### config.mk
export PLATFORM = sky130hd
export DESIGN_NAME = dss_sequencer
export DESIGN_NICKNAME = d
export VERILOG_FILES = /design/src/logic/dss_pkg.sv /design/src/logic/dss_sequencer.sv
export SDC_FILE = /design/constraint.sdc
export NUM_CORES = 1
export LEC_CHECK = 0
export BUFFER_PORTS_ARGS = -buffer_cell sky130_fd_sc_hd__buf_2
export CORE_ASPECT_RATIO = 0.7
export CORE_MARGIN = 2
export CORE_UTILIZATION = 45
export CTS_CLUSTER_SIZE = 14
export DETAILED_ROUTE_END_ITERATION = 10
export GPL_ROUTABILITY_DRIVEN = 1
export PLACE_DENSITY = 0.64
export SLEW_MARGIN = 25
export SYNTH_ARGS = -nofsm -noshare
export SYNTH_HDL_FRONTEND = slang
export SYNTH_SLANG_ARGS = --single-unit
### constraint.sdc
create_clock -name clk_sys_i -period 9.9 [get_ports clk_sys_i]
set_input_delay 1.98 -clock clk_sys_i [delete_from_list [all_inputs] [get_ports clk_sys_i]]
set_output_delay 1.98 -clock clk_sys_i [all_outputs]
set_load 0.05 [all_outputs]
### src/logic/dss_pkg.sv
/*
  Package for the drive stop and supply-loss sequencer: register map, field codes,
  timing constants and the packed carriers shared by the sequencer.
  Assumes a 100 MHz system clock and a 32-bit APB register bus.
*/
package dss_pkg;

  localparam int unsigned CLK_HZ = 100_000_000;
  localparam int unsigned TICK_HZ = 10;
  localparam int unsigned TICK_CYCLES = CLK_HZ / TICK_HZ;

  localparam int unsigned COAST_BLOCK_MS = 2000;
  localparam int unsigned RAMP_HOLD_MS = 1000;
  localparam int unsigned INJ_TAIL_MS = 1000;
  localparam logic [15:0] COAST_BLOCK_TICKS = 16'(COAST_BLOCK_MS * TICK_HZ / 1000);
  localparam logic [15:0] RAMP_HOLD_TICKS = 16'(RAMP_HOLD_MS * TICK_HZ / 1000);
  localparam logic [15:0] INJ_TAIL_TICKS = 16'(INJ_TAIL_MS * TICK_HZ / 1000);

  localparam logic [11:0] BUS_LOSS_V_400 = 12'h1AE;
  localparam logic [11:0] BUS_LOSS_V_200 = 12'h0E1;

  localparam logic [7:0] ADDR_CTRL = 8'h00;
  localparam logic [7:0] ADDR_LOGIC_SEL = 8'h04;
  localparam logic [7:0] ADDR_BRAKE = 8'h08;
  localparam logic [7:0] ADDR_RAMP = 8'h0C;
  localparam logic [7:0] ADDR_STATUS = 8'h10;
  localparam logic [7:0] ADDR_TERM = 8'h14;

  localparam logic [2:0] STOP_MODE_RST = 3'h1;
  localparam logic [1:0] LOSS_MODE_RST = 2'h0;
  localparam logic [2:0] LOGIC_SEL_RST = 3'h0;
  localparam logic [9:0] BRAKE_LEVEL_RST = 10'h3E8;
  localparam logic [7:0] BRAKE_TIME_RST = 8'h0A;
  localparam logic [15:0] DECEL_TICKS_RST = 16'h0032;
  localparam logic [7:0] LOSS_GAIN_RST = 8'h04;
  localparam logic [7:0] SHOW_LOSS_CODE = 8'hAC;

  typedef enum logic [2:0] {
    DSS_STOP_COAST = 3'h0,
    DSS_STOP_RAMP = 3'h1,
    DSS_STOP_RAMP_DC = 3'h2,
    DSS_STOP_DC_DETECT = 3'h3,
    DSS_STOP_DC_TIMED = 3'h4
  } dss_stop_mode_t;

  typedef enum logic [1:0] {
    DSS_LOSS_OFF = 2'h0,
    DSS_LOSS_STOP = 2'h1,
    DSS_LOSS_RIDE = 2'h2
  } dss_loss_mode_t;

  typedef enum logic [3:0] {
    DSS_READY = 4'h0,
    DSS_RUN = 4'h1,
    DSS_PH1_RAMP = 4'h2,
    DSS_PH1_LF_INJ = 4'h3,
    DSS_PH1_DC = 4'h4,
    DSS_PH2_HOLD = 4'h5,
    DSS_PH2_DC = 4'h6,
    DSS_PH2_BLOCK = 4'h7,
    DSS_LOSS_DECEL = 4'h8
  } dss_state_t;

  typedef enum logic [1:0] {
    DSS_TERM_ENABLE = 2'h0,
    DSS_TERM_NOT_STOP = 2'h1,
    DSS_TERM_USER = 2'h2
  } dss_term9_t;

  typedef struct packed {
    logic inv_enable;
    logic ramp_down;
    logic lf_inject;
    logic dc_inject;
    logic [9:0] inj_level;
    logic loss_regulate;
    logic [15:0] loss_current;
    logic [7:0] display_code;
  } dss_drive_cmd_t;

  typedef struct packed {
    dss_term9_t term9_func;
    logic run_is_direction;
    logic user_terms;
    logic run_latch_en;
  } dss_term_cfg_t;

endpackage : dss_pkg

### src/logic/dss_sequencer.sv
/*
  Drive stop and supply-loss sequencer with an APB register slave.
  Assumes synchronous run, trip and sense inputs on clk_sys_i, except the three
  control terminals, which come from pins and are synchronised here.
*/
// Function
// - Coast stop disables the inverter at once and blocks re-enable for 2 s.
// - Ramp stop ramps to zero, keeps inverter enabled 1 s, then disables.
// - Mode 2 ramps to zero then injects DC for the braking time.
// - Mode 3 injects low-frequency current until low speed, then DC for braking time.
// - Mode 4 injects DC for braking time minus 1 s, but at least 1 s, then 1 s more.
// - After mode 3 or 4 begins, ready must be reached before a restart.
// - Supply-loss selector takes 0 disabled, 1 stop, 2 ride-through.
// - Supply-loss disabled means no monitoring; keep running.
// - Supply loss when the bus falls below 430 V, or 225 V on 200 V variant.
// - During loss, proportional control of current holds the bus at threshold.
// - Stop mode keeps decelerating to standstill after the supply returns.
// - Ride-through accelerates back to normal speed when the supply returns.
// - Show the supply-loss code on the left display during loss handling.
// - Dip deceleration never takes longer than the set deceleration time; decel_ticks_q is only read back, not applied to the dip.
// - Logic modes 0 to 3 set terminal functions and the run latch enable.
// - New logic selection takes effect only on reset while disabled or tripped.
// - Logic mode 4 leaves terminals and latch enable to the user.
// - The braking level sets current amplitude in every injection phase.
module dss_sequencer #(
  parameter int unsigned TICK_CYCLES = dss_pkg::TICK_CYCLES
) (
  input wire logic clk_sys_i,
  input wire logic reset_i,
  input wire logic psel_i,
  input wire logic penable_i,
  input wire logic pwrite_i,
  input wire logic [7:0] paddr_i,
  input wire logic [31:0] pwdata_i,
  output logic [31:0] prdata_o,
  output logic pready_o,
  output logic pslverr_o,
  input wire logic [2:0] term_pins_i,
  input wire logic run_req_i,
  input wire logic trip_i,
  input wire logic drive_reset_i,
  input wire logic at_zero_freq_i,
  input wire logic low_speed_i,
  input wire logic at_set_speed_i,
  input wire logic [11:0] dc_bus_v_i,
  input wire logic variant_200v_i,
  output dss_pkg::dss_drive_cmd_t cmd_o,
  output dss_pkg::dss_term_cfg_t term_cfg_o,
  output logic ready_o
);

  logic [2:0] stop_mode_q;
  logic [1:0] loss_mode_q;
  logic [2:0] logic_sel_q;
  logic [2:0] logic_act_q;
  logic [9:0] brake_level_q;
  logic [7:0] brake_time_q;
  logic [15:0] decel_ticks_q;
  logic [7:0] loss_gain_q;
  logic sw_enable_q;
  logic user_latch_q;
  logic [2:0] term_s1_q;
  logic [2:0] term_s2_q;
  logic [31:0] tick_div_q;
  logic tick;
  logic [15:0] phase_ticks_q;
  logic phase_entry;
  dss_pkg::dss_state_t state_q;
  dss_pkg::dss_state_t state_d;
  logic loss_resume_q;
  logic supply_lost;
  logic [11:0] loss_thresh;
  logic run_ok;
  logic [15:0] brake_ticks;
  logic [15:0] first_dc_ticks;
  logic apb_wr;
  logic [15:0] loss_err;

  function automatic dss_pkg::dss_term_cfg_t term_map(input logic [2:0] sel, input logic user_latch);
    dss_pkg::dss_term_cfg_t cfg;
    cfg.user_terms = (sel > 3'h3);
    cfg.run_is_direction = ~sel[1];
    if (sel > 3'h3) begin
      cfg.term9_func = dss_pkg::DSS_TERM_USER;
      cfg.run_latch_en = user_latch;
    end else begin
      cfg.term9_func = sel[0] ? dss_pkg::DSS_TERM_NOT_STOP : dss_pkg::DSS_TERM_ENABLE;
      cfg.run_latch_en = sel[0];
    end
    return cfg;
  endfunction : term_map

  assign apb_wr = psel_i & penable_i & pwrite_i;
  assign pready_o = 1'b1;
  assign pslverr_o = 1'b0;

  // Registers keep the last value written; out-of-range codes are clamped so the
  // sequencer never sees an undefined mode.
  always_ff @(posedge clk_sys_i) begin
    if (reset_i) begin
      stop_mode_q <= dss_pkg::STOP_MODE_RST;
      loss_mode_q <= dss_pkg::LOSS_MODE_RST;
      logic_sel_q <= dss_pkg::LOGIC_SEL_RST;
      brake_level_q <= dss_pkg::BRAKE_LEVEL_RST;
      brake_time_q <= dss_pkg::BRAKE_TIME_RST;
      decel_ticks_q <= dss_pkg::DECEL_TICKS_RST;
      loss_gain_q <= dss_pkg::LOSS_GAIN_RST;
      sw_enable_q <= 1'b0;
      user_latch_q <= 1'b0;
    end else if (apb_wr) begin
      case (paddr_i)
        dss_pkg::ADDR_CTRL: begin
          stop_mode_q <= (pwdata_i[2:0] > 3'h4) ? 3'h4 : pwdata_i[2:0];
          loss_mode_q <= (pwdata_i[5:4] > 2'h2) ? 2'h2 : pwdata_i[5:4];
          sw_enable_q <= pwdata_i[8];
          user_latch_q <= pwdata_i[9];
        end
        dss_pkg::ADDR_LOGIC_SEL: begin
          logic_sel_q <= (pwdata_i[2:0] > 3'h4) ? 3'h4 : pwdata_i[2:0];
        end
        dss_pkg::ADDR_BRAKE: begin
          brake_level_q <= pwdata_i[9:0];
          brake_time_q <= (pwdata_i[23:16] > 8'hFA) ? 8'hFA : pwdata_i[23:16];
        end
        dss_pkg::ADDR_RAMP: begin
          decel_ticks_q <= pwdata_i[15:0];
          loss_gain_q <= pwdata_i[23:16];
        end
        default: begin
        end
      endcase
    end
  end

  // The applied selection only moves on a drive reset while disabled or tripped,
  // so terminals never change meaning under a running motor.
  always_ff @(posedge clk_sys_i) begin
    if (reset_i) begin
      logic_act_q <= dss_pkg::LOGIC_SEL_RST;
    end else if (drive_reset_i && (trip_i || !sw_enable_q)) begin
      logic_act_q <= logic_sel_q;
    end
  end

  always_ff @(posedge clk_sys_i) begin
    if (reset_i) begin
      term_s1_q <= 3'h0;
      term_s2_q <= 3'h0;
    end else begin
      term_s1_q <= term_pins_i;
      term_s2_q <= term_s1_q;
    end
  end

  // Reset already shows the mapping of the reset selection, so the terminal
  // setup does not jump on the first edge after reset with no drive reset.
  always_ff @(posedge clk_sys_i) begin
    if (reset_i) begin
      term_cfg_o <= term_map(dss_pkg::LOGIC_SEL_RST, 1'b0);
    end else begin
      term_cfg_o <= term_map(logic_act_q, user_latch_q);
    end
  end

  // Terminal 9 as enable or not-stop must be high to run; user mode ignores it.
  assign run_ok = sw_enable_q & ~trip_i & run_req_i & (term_cfg_o.user_terms | term_s2_q[0]);

  always_ff @(posedge clk_sys_i) begin
    if (reset_i || tick) begin
      tick_div_q <= '0;
    end else begin
      tick_div_q <= tick_div_q + 32'h1;
    end
  end
  assign tick = (tick_div_q == 32'(TICK_CYCLES - 1));

  assign phase_entry = (state_d != state_q);
  always_ff @(posedge clk_sys_i) begin
    if (reset_i || phase_entry) begin
      phase_ticks_q <= '0;
    end else if (tick && phase_ticks_q != 16'hFFFF) begin
      phase_ticks_q <= phase_ticks_q + 16'h1;
    end
  end

  assign brake_ticks = {8'h0, brake_time_q};
  // A braking time of 2 s or less still gives a full first second.
  assign first_dc_ticks = (brake_ticks > dss_pkg::INJ_TAIL_TICKS * 16'h2) ?
    brake_ticks - dss_pkg::INJ_TAIL_TICKS : dss_pkg::INJ_TAIL_TICKS;

  assign loss_thresh = variant_200v_i ? dss_pkg::BUS_LOSS_V_200 : dss_pkg::BUS_LOSS_V_400;
  assign supply_lost = (loss_mode_q != dss_pkg::DSS_LOSS_OFF) && (dc_bus_v_i < loss_thresh);

  always_comb begin
    state_d = state_q;
    case (state_q)
      dss_pkg::DSS_READY: begin
        if (run_ok) begin
          state_d = dss_pkg::DSS_RUN;
        end
      end
      dss_pkg::DSS_RUN: begin
        if (supply_lost) begin
          state_d = dss_pkg::DSS_LOSS_DECEL;
        end else if (!run_ok) begin
          case (stop_mode_q)
            3'h0: state_d = dss_pkg::DSS_PH2_BLOCK;
            3'h3: state_d = dss_pkg::DSS_PH1_LF_INJ;
            3'h4: state_d = dss_pkg::DSS_PH1_DC;
            default: state_d = dss_pkg::DSS_PH1_RAMP;
          endcase
        end
      end
      dss_pkg::DSS_PH1_RAMP: begin
        if (trip_i) begin
          state_d = dss_pkg::DSS_PH2_BLOCK;
        end else if (at_zero_freq_i) begin
          state_d = (stop_mode_q == 3'h2) ? dss_pkg::DSS_PH2_DC : dss_pkg::DSS_PH2_HOLD;
        end
      end
      dss_pkg::DSS_PH1_LF_INJ: begin
        if (low_speed_i) begin
          state_d = dss_pkg::DSS_PH2_DC;
        end
      end
      dss_pkg::DSS_PH1_DC: begin
        if (phase_ticks_q >= first_dc_ticks) begin
          state_d = dss_pkg::DSS_PH2_DC;
        end
      end
      dss_pkg::DSS_PH2_HOLD: begin
        if (phase_ticks_q >= dss_pkg::RAMP_HOLD_TICKS) begin
          state_d = dss_pkg::DSS_READY;
        end
      end
      dss_pkg::DSS_PH2_DC: begin
        if ((stop_mode_q == 3'h4 && phase_ticks_q >= dss_pkg::INJ_TAIL_TICKS) ||
            (stop_mode_q != 3'h4 && phase_ticks_q >= brake_ticks)) begin
          state_d = dss_pkg::DSS_READY;
        end
      end
      dss_pkg::DSS_PH2_BLOCK: begin
        if (phase_ticks_q >= dss_pkg::COAST_BLOCK_TICKS) begin
          state_d = dss_pkg::DSS_READY;
        end
      end
      dss_pkg::DSS_LOSS_DECEL: begin
        if (trip_i) begin
          state_d = dss_pkg::DSS_PH2_BLOCK;
        end else if (at_zero_freq_i) begin
          state_d = dss_pkg::DSS_PH2_HOLD;
        end else if (!supply_lost && loss_mode_q == dss_pkg::DSS_LOSS_RIDE) begin
          state_d = dss_pkg::DSS_RUN;
        end else if (!supply_lost && loss_mode_q == dss_pkg::DSS_LOSS_STOP) begin
          state_d = dss_pkg::DSS_PH1_RAMP;
        end
      end
      default: state_d = dss_pkg::DSS_READY;
    endcase
  end

  always_ff @(posedge clk_sys_i) begin
    if (reset_i) begin
      state_q <= dss_pkg::DSS_READY;
    end else begin
      state_q <= state_d;
    end
  end

  // Ride-through remembers that it must regain set speed; cleared once there.
  always_ff @(posedge clk_sys_i) begin
    if (reset_i) begin
      loss_resume_q <= 1'b0;
    end else if (state_q == dss_pkg::DSS_LOSS_DECEL && state_d == dss_pkg::DSS_RUN) begin
      loss_resume_q <= 1'b1;
    end else if (at_set_speed_i || state_q != dss_pkg::DSS_RUN) begin
      loss_resume_q <= 1'b0;
    end
  end

  assign loss_err = {4'h0, loss_thresh} - {4'h0, dc_bus_v_i};

  always_ff @(posedge clk_sys_i) begin
    if (reset_i) begin
      cmd_o <= '0;
    end else begin
      cmd_o.inv_enable <= (state_d != dss_pkg::DSS_READY) && (state_d != dss_pkg::DSS_PH2_BLOCK);
      cmd_o.ramp_down <= (state_d == dss_pkg::DSS_PH1_RAMP);
      cmd_o.lf_inject <= (state_d == dss_pkg::DSS_PH1_LF_INJ);
      cmd_o.dc_inject <= (state_d == dss_pkg::DSS_PH1_DC) || (state_d == dss_pkg::DSS_PH2_DC);
      cmd_o.inj_level <= brake_level_q;
      cmd_o.loss_regulate <= (state_d == dss_pkg::DSS_LOSS_DECEL);
      // Proportional demand, bus error times loss_gain_q; the programmed
      // deceleration does not limit it, as decel_ticks_q is only read back.
      cmd_o.loss_current <= (state_d == dss_pkg::DSS_LOSS_DECEL && dc_bus_v_i < loss_thresh) ?
        16'(loss_err * {8'h0, loss_gain_q}) : 16'h0;
      cmd_o.display_code <= (state_d == dss_pkg::DSS_LOSS_DECEL) ? dss_pkg::SHOW_LOSS_CODE : 8'h00;
    end
  end

  assign ready_o = (state_q == dss_pkg::DSS_READY);

  always_comb begin
    prdata_o = 32'h0;
    case (paddr_i)
      dss_pkg::ADDR_CTRL: prdata_o = {22'h0, user_latch_q, sw_enable_q, 2'h0, loss_mode_q, 1'b0, stop_mode_q};
      dss_pkg::ADDR_LOGIC_SEL: prdata_o = {13'h0, logic_act_q, 13'h0, logic_sel_q};
      dss_pkg::ADDR_BRAKE: prdata_o = {8'h0, brake_time_q, 6'h0, brake_level_q};
      dss_pkg::ADDR_RAMP: prdata_o = {8'h0, loss_gain_q, decel_ticks_q};
      dss_pkg::ADDR_STATUS: prdata_o = {7'h0, loss_resume_q, cmd_o.display_code, phase_ticks_q[11:0], state_q};
      dss_pkg::ADDR_TERM: prdata_o = {24'h0, term_cfg_o, term_s2_q};
      default: prdata_o = 32'h0;
    endcase
  end

endmodule : dss_sequencer

Yosys cells after proc, flatten, opt, wreduce, memory -nomap -nowiden
Index checks and enable logic that the tools add are counted.

$add $sub $neg: 4. Reductions and logical operators: 30. Equal/unequal tests: 30. Bitwise operators: 9. Multipliers: 1. Order comparisons: 10. Muxes and demuxes: 29.

Operator list (count): $pmux 25 s6 (1); $mux 4 (14); $pmux 4 s9 (1); $add 32x1->32 const B (1); $eq 32x24->1 const B (1); $eq 4x3->1 const B (6); $add 16x1->16 const B (1); $eq 4x2->1 const B (4); $eq 8x4->1 const B (2); $eq 8x5->1 const B (2); $ge 16x16->1 (1); $ge 16x4->1 const B (1); $ge 16x5->1 const B (1); $ge 16x8->1 (1); $mul 13x9->16 (1); $mux 16 (1); $mux 8 (2); $ne 16x16->1 const B (1); $sub 9x12->13 (1); $lt 12x9->1 (1); $logic_and 1x1->1 (10); $mux 9 (1); $pmux 3 s3 (1); $sub 8x4->9 const B (1); other kinds (31) (56).

Output and inout port bits: 79. Register bits: 158. Logic and storage cells: 142.

Longest topological paths before layout
Gate-level depths: netlist of run 1.

Depth after elaboration: 14. Depth in mapped cells: 26. Depth with buffers taken out: 26.

Worst setup path after synthesis of run 1
OpenSTA, ideal clock, no wires.

Path kind: input-to-reg. Start: in variant_200v_i. End: reg cmd_o[23] (netlist name). Cell stages on the path: 23. Arrival time: 7467 ps. Slack: 2314 ps. Path through: inv_1 ha_1 inv_1 fa_1 a211o_1 a21bo_2 a21oi_1 xnor2_1 nand2_1 fa_1 inv_1 fa_1 fa_1 inv_1 fa_1 inv_1 ha_1 or4_1 a311oi_1 o21bai_1 a21oi_1 xnor2_1 nor2_1.

Cells in the longest elaborated chain, start to end: 14. Elaborated cells on any way between the ends: 18.

RTL lines: start, declared (RTL line dss_sequencer.sv:46) `input wire logic variant_200v_i,`; $mux 9 * (RTL line dss_sequencer.sv:191) `assign loss_thresh = variant_200v_i ? dss_pkg::BUS_LOSS_V_200 : dss_pkg::BUS_LOSS_V_400;`; parallel branches: the longest is 13 deep, another holds $mul 13x9->16; end, declared (RTL line dss_sequencer.sv:47) `output dss_pkg::dss_drive_cmd_t cmd_o,`.

Every way passes the cells marked *. A chain may end at the register's enable or synchronous reset.

Worst setup path in the final report of run 1
Ends and elaborated chain as after synthesis.

==> impl_metrics.json, run 1 <==
{
  "postCtsHoldBufs": 0,
  "fmax_mhz": 125,
  "die_area_um2": 24800,
  "first_pass_iters": 5,
  "finalHoldViolCount": 0,
  "finalNonFillerCells": 1707,
  "core-area_um2": 22800,
  "crit_path_start": "variant_200v_i",
  "skew_ns": 0.00909,
  "drcViolationCount": 0,
  "drive_above_1_share_pct": 13.7,
  "start_util_pct": 46.3,
  "numClockSinks": 149,
  "vias": 9002,
  "ys_types": 74,
  "worst_slew_pin_slew_ns": 1.08,
  "place_area_um2": 11400,
  "pwr-share-clk_pct": 45.3,
  "p_sw_share_pct": 30.1,
  "finalCriticalPeriod_ns": 7.99,
  "setup_viol_count_final": 0,
  "h-tree-depth": 4,
  "dp.cells": 1674,
  "synthTopCellsByArea": "dfxtp_1, fa_1, ha_1, nand2_1, inv_1",
  "avgSynthCellArea_um2": 8.27,
  "end_kind": "register",
  "tritoncts": "done",
  "grt_use_met2_pct": 33.0,
  "rrSetupSlack_ns": 4.69,
  "finalCritPeriodShare_pct": 80.7,
  "mostFrequentLayoutCells": "nand2_1, dfxtp_1, inv_1",
  "switchingPower_w": 0.000431,
  "ir_drop_mv": 0.133,
  "wl_per_cell_um": 16.7,
  "seq_area_frac_synth_pct": 28.2,
  "grt_max_degree": 88,
  "r2r_cells": 17,
  "numCtsBuffers": 17,
  "final_common_cell": "nand2_1",
  "met3_usage_pct": 4.66,
  "area_growth_pct": 13.3,
  "synth-seq-cells": 149,
  "power_density_nw_per_um2": 119,
  "overflow": 0,
  "cts_root_buf": "clkbuf_16",
  "drtIter0Drc": 669,
  "worst_setup_path_start_kind": "input pin",
  "max_slew_margin_pct": 27.8,
  "dpl.hpwl_mm": 21.8,
  "fin_setup_tns_ns": 0,
  "grt_usage_pct": 23.5,
  "critPathKind": "in -> reg",
  "synthCells": 1279,
  "cp.arrival_ns": 8.30,
  "insertion_delay_ns": 0.44,
  "min_from": "decel_ticks_q[7]",
  "p_int_w": 0.00100,
  "via_per_inst": 5.27,
  "post_cts.repair.setup_buffers": 0,
  "drv_cap": 0,
  "antenna_found_initial": 1,
  "pin_count": 146,
  "setup_slack_ns": 1.91,
  "rsz0062_at_grt": "no",
  "cp.required_ns": 10.21,
  "final_max_slew_viol_count": 0,
  "fill_cells": 2209,
  "nNetsFinal": 1574,
  "synth.top_cell.area_share_pct": 28.2,
  "outcome": "finished clean",
  "clk_transition_reported_paths_ns": 0.07,
  "die_w_um": 187,
  "io_buffers": 124,
  "cts.path.max_buffers": 2,
  "crit_fanout": 8,
  "gr-usage-met1_pct": 36.8,
  "final_cell_area_um2": 12000,
  "hold_path_class": "reg -> reg",
  "yosysWarnings": 0,
  "synth_area_um2": 10600,
  "grt_pass1_wl_mm": 46.0,
  "synthFlopType": "dfxtp_1",
  "die_h_um": 132,
  "wirelength_mm": 28.6,
  "whs_path_depth": 2,
  "async_flop_share_pct": 0,
  "p_total_w": 0.00143,
  "yosys.area.top_type": "dfxtp_1",
  "gp_congestion": 0.906,
  "combPwrFrac_pct": 12.4,
  "ant_nets": 0,
  "place_worst_setup_slack_ns": 1.55,
  "p_seq_share_pct": 42.3,
  "row_count": 46,
  "synth_edf_count": 0,
  "grt_busiest_layer": "met1",
  "grt_pass1_vias": 8388,
  "r2r-start": "loss_gain_q[2]",
  "ctsResizeCount": 0,
  "power_leakage_nw": 5.53
}
[metrics by stage]
stage	hold slack, ns	util [%]
4_1_cts	0.456	52.5
2_1_floorplan	0.383	-
3_3_place_gp	0.428	49.8
3_5_place_dp	0.430	49.9
6_report	0.453	52.5
5_1_grt	0.461	52.5
[Yosys cell counts (12+ instances only)]
cell and count:
a21o_1 14, a21oi_1 70, and2_1 39, and3_1 18, buf_4 18, clkbuf_1 41, dfxtp_1 149, fa_1 61
ha_1 65, inv_1 131, mux2i_1 35, nand2_1 179, nand2b_1 12, nand3_1 23, nand3b_1 12, nand4_1 17
nor2_1 108, nor2b_1 30, nor3_1 14, o21ai_0 28, or3_1 12, xnor2_1 32, xor2_1 41
[power by group through the flow]
stage                     logic, W  clock network (W)  registers (W)
after global routing      0.000198           0.000682       0.000605
after global placement    0.000174                  0       0.000618
final                     0.000178           0.000648       0.000605
after floorplan           0.000122                  0       0.000622
after CTS                 0.000177           0.000655       0.000605
after detailed placement  0.000176                  0       0.000618
[sequential cells by signal, indices dropped and copies added, names as in the netlist, 4 cells and up]
name	cells
term_cfg_o	4
cmd_o	31
brake_level_q	10
phase_ticks_q	16
state_q	4
loss_gain_q	8
tick_div_q	32
decel_ticks_q	16
brake_time_q	8
[worst max-delay path, cell delays in order]
cell	delay, ns
buf_2	0.11
inv_1	0.19
ha_1	0.21
inv_1	0.06
fa_1	0.43
a21o_1	0.18
a21oi_1	0.16
xor2_1	0.63
nand2_1	0.17
fa_1	0.54
inv_1	0.05
fa_1	0.46
ha_1	0.29
inv_1	0.05
fa_1	0.59
inv_1	0.06
ha_1	0.30
a211oi_1	0.30
nor2_1	0.12
or4_1	0.48
a311oi_1	0.42
o21bai_1	0.12
a21oi_1	0.19
xnor2_1	0.13
nor2_1	0.05
[layout make-up]
| cell class | instances | area (um^2) | share of cell area, % |
|---|---|---|---|
| clock inverter | 15 | 164 | 1.37 |
| inverter | 131 | 492 | 4.10 |
| timing repair buffer | 131 | 681 | 5.68 |
| sequential | 149 | 2980 | 24.9 |
| multi-input combinational | 951 | 6850 | 57.2 |
| tap | 312 | 390 | 3.26 |
| clock buffer | 17 | 425 | 3.55 |
| antenna | 1 | 2.50 | 0.0209 |
[logic make-up (layout without fill, tap and decap cells)]
| kind of cell | after synthesis | in the layout | share of synthesized area [%] |
|---|---|---|---|
| simple gates | 516 | 516 | 24.0 |
| buf+inv | 198 | 294 | 7.79 |
| compound gates | 179 | 179 | 11.2 |
| flops | 149 | 149 | 28.2 |
| fa+ha+maj | 126 | 126 | 19.2 |
| xor+xnor | 74 | 74 | 6.26 |
| mux | 35 | 35 | 3.31 |
| other cells | 2 | 22 | 0.0710 |
[path summary, 6_finish.rpt]
check                                        end
worst max-delay path                   cmd_o[23]
worst min-delay path            decel_ticks_q[7]
worst max register to register         cmd_o[23]
worst min register to register  decel_ticks_q[7]
[routing by layer]
layer	vias to the layer above	share of wire, %
met5	-	0
met2	299	41
met4	0	0.67
met3	12	7.4
met1	4289	51
li1	4402	-
No activity file was read; power rests on OpenSTA's default activity.
==> inputs of run 2 (changes only) <==
PLACE_DENSITY = 0.66   (was 0.64)
clock period = 6.5 ns   (was 9.9 ns; I/O delays follow)
==> run 2 against run 1 <==
Compared with the run above:
- critical path depth did not move
- sequential share of layout area decreased by 1.7 points
- wire length fell by 1.2%
- setup slack lost 1.9 ns
- worst hold slack lost 0.017 ns
- largest power group unchanged
==> impl_metrics.json, run 2 (synthesis gave the netlist of run 1 again) <==
{
  "setup_slack_ns": 0.00801,
  "drive_above_1_share_pct": 21.4,
  "core-area_um2": 22800,
  "wirelength_mm": 28.2,
  "die_area_um2": 24800,
  "finalCriticalPeriod_ns": 6.49,
  "rr_endpoint": "cmd_o[23]",
  "power_leakage_nw": 5.92,
  "pin_count": 146,
  "diodes": 0,
  "cp.arrival_ns": 6.79,
  "drv_cap": 0,
  "crit_path_start": "variant_200v_i",
  "io_buffers": 124,
  "grt_max_degree": 88,
  "tritoncts": "done",
  "crit_end": "cmd_o[23]",
  "overflow": 0,
  "cts.path.max_buffers": 2,
  "antenna_found_initial": 0,
  "largest_reg_flops": 32,
  "h-tree-depth": 4,
  "finalCritPeriodShare_pct": 99.9,
  "worst_setup_path_start_kind": "input pin",
  "area_growth_pct": 21.4,
  "outcome": "finished clean",
  "hold_path_class": "reg -> reg",
  "wl_per_cell_um": 15.9,
  "rsz0062_at_grt": "yes",
  "numClockSinks": 149,
  "dpl.hpwl_mm": 21.1,
  "ir_drop_mv": 0.186,
  "grt_pass1_vias": 8783,
  "cp.required_ns": 6.80,
  "regMostFlops": "tick_div_q",
  "skew_ns": 0.00965,
  "mostFrequentLayoutCells": "nand2_1, dfxtp_1, inv_1",
  "postCtsHoldBufs": 0,
  "finalHoldViolCount": 0,
  "max_slew_margin_pct": 39.3,
  "nNetsFinal": 1645,
  "die_w_um": 187,
  "place_worst_setup_slack_ns": -0.666,
  "insertion_delay_ns": 0.43,
  "final_common_cell": "nand2_1",
  "worst_slew_pin_slew_ns": 0.911,
  "fmax_mhz": 154,
  "clk_transition_reported_paths_ns": 0.07,
  "gp_congestion": 0.874,
  "setup_viol_count_final": 0,
  "rrSetupSlack_ns": 1.56,
  "drcViolationCount": 0,
  "first_pass_iters": 5,
  "min_from": "logic_act_q[1]",
  "via_per_inst": 5.22,
  "reg.largest.list": "tick_div_q (32), cmd_o (31)",
  "fin_util_pct": 56.2,
  "r2r-start": "loss_gain_q[1]",
  "power_density_nw_per_um2": 176,
  "grt_pass1_wl_mm": 45.8,
  "cts_root_buf": "clkbuf_16",
  "p_total_w": 0.00226,
  "hold_slack_ns": 0.436,
  "crit_fanout": 7,
  "vias": 9270,
  "start_util_pct": 46.3,
  "critPathKind": "in -> reg",
  "end_kind": "register",
  "grt_usage_pct": 23.0,
  "die_h_um": 132,
  "r2r_cells": 17,
  "drtIter0Drc": 737,
  "fin_setup_tns_ns": 0,
  "numCtsBuffers": 17,
  "row_count": 46,
  "final_max_slew_viol_count": 0,
  "ant_nets": 0
}
-- run 2: cell types whose count changed in the layout (fill, tap and decap cells not counted), sizes merged --
cell and change:
buf +71, bufinv +1, clkbuf +2, clkinv +1, clkinvlp +1, diode -1
inv -5
-- run 2: what timing repair did --
item / CTS / global route
endpoints found under the setup margin: 4 / 4
pin swaps: 22 / 21
setup buffers: 9 / 8
resized for setup: 16 / 33
hold endpoints to repair: 0 / 0
cloned: 0 / 0
-- run 2: area by class of cell --
type                       count  area, um^2
timing repair buffer         202        1230
clock inverter                13         124
multi-input combinational    951        7170
tap                          312         390
inverter                     131         495
clock buffer                  19         443
fill                        2057       10000
sequential                   149        2980
-- run 2: worst min-delay path by stage --
stage	cells after the start	slack, ns	end
global route	1	0.47	term_s2_q[1]
floorplan	1	0.38	term_cfg_o[2]
detailed placement	1	0.42	term_cfg_o[2]
global placement	1	0.42	term_cfg_o[2]
finish	1	0.44	term_cfg_o[2]
CTS	1	0.43	term_cfg_o[2]
-- run 2: critical path, stage by stage --
cell        delay (ns)
buf_6             0.10
clkinvlp_4        0.13
ha_4              0.16
inv_2             0.04
fa_2              0.36
a211o_1           0.31
a21bo_4           0.25
xor2_4            0.31
nand2_2           0.11
fa_1              0.57
inv_2             0.05
fa_1              0.49
inv_1             0.05
fa_1              0.47
fa_1              0.55
inv_2             0.05
ha_4              0.21
o21ai_2           0.07
nor2_2            0.06
or4_4             0.45
a311oi_4          0.24
o21bai_1          0.11
a21oi_2           0.18
xnor2_2           0.13
nor2_1            0.05
-- run 2: report_power, final --
part	switching (W)	total (W)	leakage, nW	internal (W)
logic	0.000215	0.000372	4.44	0.000157
registers	0.00000215	0.000920	1.20	0.000918
clock network	0.000427	0.000970	0.276	0.000543
-- run 2: layer usage --
metal  track usage [%]  up-vias  share of wire (%)
met4              5.42        0                1.2
met5                 0        -                  0
li1                  -     4539                  -
met2              33.3      338                 41
met3              4.82       32                7.8
met1              34.7     4361                 50
-- run 2: stage by stage --
stage,area [um^2],std cells
after floorplan,10800,1298
final,12800,1777
after detailed placement,11900,1727
after CTS,12600,1768
after global routing,12800,1777
after global placement,11900,1727
==> inputs of run 3 (changes only) <==
CORE_MARGIN = 4   (was 2)
RECOVER_POWER = 100   (was unset)
SLEW_MARGIN = 20   (was 25)
==> run 3 against run 2 <==
Compared with the run above:
- the flow now finishes with violations (capacitance limit, slew limit, setup timing)
- final area is 0.71% lower
- global-route usage is 1.1 points lower
- setup slack worse by 0.014 ns
- clock skew is 0.0016 ns higher
- flip-flop and latch count stayed put
- critical path depth is 1 higher
- cell count is 0.17% lower
- die area is 5.2% higher
- fmax is 0.22% lower
==> impl_metrics.json, run 3 (synthesis gave the netlist of run 1 again) <==
{
  "regMostFlops": "tick_div_q",
  "start_util_pct": 46.2,
  "final_cell_area_um2": 12800,
  "worst_setup_path_start_kind": "input pin",
  "combPwrFrac_pct": 16.8,
  "grt_usage_pct": 21.9,
  "p_sw_share_pct": 29.2,
  "via_per_inst": 5.28,
  "cp.required_ns": 6.80,
  "crit_end": "cmd_o[23]",
  "drtIter0Drc": 823,
  "crit_path_start": "variant_200v_i",
  "cts.path.max_buffers": 2,
  "finalHoldViolCount": 0,
  "grt_pass1_vias": 8653,
  "fin_util_pct": 55.7,
  "crit_fanout": 4,
  "rrSetupSlack_ns": 1.52,
  "vias": 9367,
  "clk_transition_reported_paths_ns": 0.07,
  "rsz0062_at_grt": "yes",
  "critPathKind": "in -> reg",
  "largest_reg_flops": 32,
  "grt_pass1_wl_mm": 45.6,
  "wirelength_mm": 29.0,
  "overflow": 0,
  "drv_cap": 1,
  "reg.largest.list": "tick_div_q (32), cmd_o (31)",
  "first_pass_iters": 5,
  "cp.arrival_ns": 6.81,
  "dpl.hpwl_mm": 21.5,
  "insertion_delay_ns": 0.43,
  "pwr-share-clk_pct": 42.2,
  "pin_count": 146,
  "io_buffers": 124,
  "critPathBufInv": 8,
  "worst_slew_pin_slew_ns": 1.64,
  "p_int_w": 0.00159,
  "switchingPower_w": 0.000656,
  "setup_slack_ns": -0.00616,
  "power_leakage_nw": 5.73,
  "drive_above_1_share_pct": 17.7,
  "p_seq_share_pct": 41.0,
  "h-tree-depth": 4,
  "die_area_um2": 26100,
  "final_common_cell": "nand2_1",
  "row_count": 46,
  "outcome": "complete, but fails checks",
  "grt_max_degree": 87,
  "finalCritPeriodShare_pct": 100,
  "ant_nets": 0,
  "end_kind": "register",
  "power_density_nw_per_um2": 176,
  "cpPeakStageDelay_ns": 0.59,
  "numClockSinks": 149,
  "p_total_w": 0.00224,
  "wl_per_cell_um": 16.3,
  "cp_common_cell": "fa_1",
  "critPathSlowestCell": "fa_1",
  "rr_endpoint": "cmd_o[23]",
  "ir_drop_mv": 0.188,
  "fmax_mhz": 154,
  "finalCriticalPeriod_ns": 6.51,
  "gp_congestion": 0.929,
  "area_growth_pct": 20.5,
  "worst-path-stages": 26,
  "cts_root_buf": "clkbuf_16",
  "setup_viol_count_final": 1,
  "core-area_um2": 22900,
  "antenna_found_initial": 0,
  "tritoncts": "done",
  "cp_top_family": "adder cells",
  "fill_cells": 2147,
  "max_slew_margin_pct": -9.02,
  "skew_ns": 0.0113,
  "diodes": 0,
  "nNetsFinal": 1643,
  "r2r-start": "loss_gain_q[2]",
  "numCtsBuffers": 17,
  "fin_setup_tns_ns": -0.00616,
  "final_max_slew_viol_count": 31,
  "die_w_um": 191,
  "drcViolationCount": 0,
  "hold_path_class": "reg -> reg",
  "violations": "capacitance limit, slew limit, setup timing",
  "die_h_um": 136,
  "r2r_cells": 17,
  "mostFrequentLayoutCells": "nand2_1, dfxtp_1, inv_1",
  "place_area_um2": 11900
}
run 3: repair_timing:
item                       in CTS  in global routing
gates resized for setup         5                 37
pin swaps                       7                 31
hold buffers                    0                  0
gates cloned                    0                  0
setup endpoints to repair       4                  5
setup buffers                   5                  7
run 3: worst register-to-register path: stages, from the launching register on:
cell and delay (ns):
dfxtp_1 0.78, nand2_1 0.19, fa_1 0.58, inv_1 0.06, fa_1 0.45, ha_1 0.29
inv_1 0.04, fa_1 0.51, inv_1 0.05, ha_1 0.32, a211oi_2 0.27, nor2_2 0.08
or4_4 0.44, a311oi_2 0.33, o21bai_1 0.11, a21oi_1 0.16, xnor2_1 0.13, nor2_1 0.05
run 3: power by group through the flow:
stage	Clock, W	Sequential, W	Combinational, W
global placement	0	0.000941	0.000323
global route	0.00100	0.000920	0.000410
CTS	0.000968	0.000920	0.000345
detailed placement	0	0.000941	0.000325
finish	0.000948	0.000920	0.000376
floorplan	0	0.000948	0.000199
run 3: cell type report:
class | count | area, um^2 | share of cell area, %
clock buffers | 18 | 439 | 3.44
repair buffers | 200 | 1180 | 9.24
clock inverters | 13 | 120 | 0.942
multi-input cells | 951 | 7150 | 56.0
inverters | 131 | 495 | 3.89
flip-flops and latches | 149 | 2980 | 23.4
well taps | 312 | 390 | 3.06
run 3: through the flow:
step                      std cells  setup slack, ns  hold WS (ns)
final                          1774         -0.00616         0.436
after global routing           1774           -0.166         0.450
after CTS                      1766          0.00620         0.434
after detailed placement       1730           -0.605         0.417
after global placement         1730           -0.630         0.411
after floorplan                1298          -0.0526         0.383
run 3: worst min-delay path by stage:
| stage | cells after the start | end | from | slack (ns) |
|---|---|---|---|---|
| 6_report | 1 | term_s2_q[0] | term_s1_q[0] | 0.44 |
| 5_1_grt | 1 | term_cfg_o[2] | logic_act_q[1] | 0.45 |
| 4_1_cts | 1 | term_cfg_o[2] | logic_act_q[1] | 0.43 |
| 3_5_place_dp | 1 | term_cfg_o[2] | logic_act_q[1] | 0.42 |
| 3_3_place_gp | 1 | term_cfg_o[2] | logic_act_q[1] | 0.41 |
| 2_1_floorplan | 1 | term_cfg_o[2] | logic_act_q[1] | 0.38 |
run 3: layer usage:
metal	GRT usage, %	part of all wire, %
met3	4.88	8.4
met4	4.86	1.3
met5	0	0
met1	33.3	49
met2	31.6	41
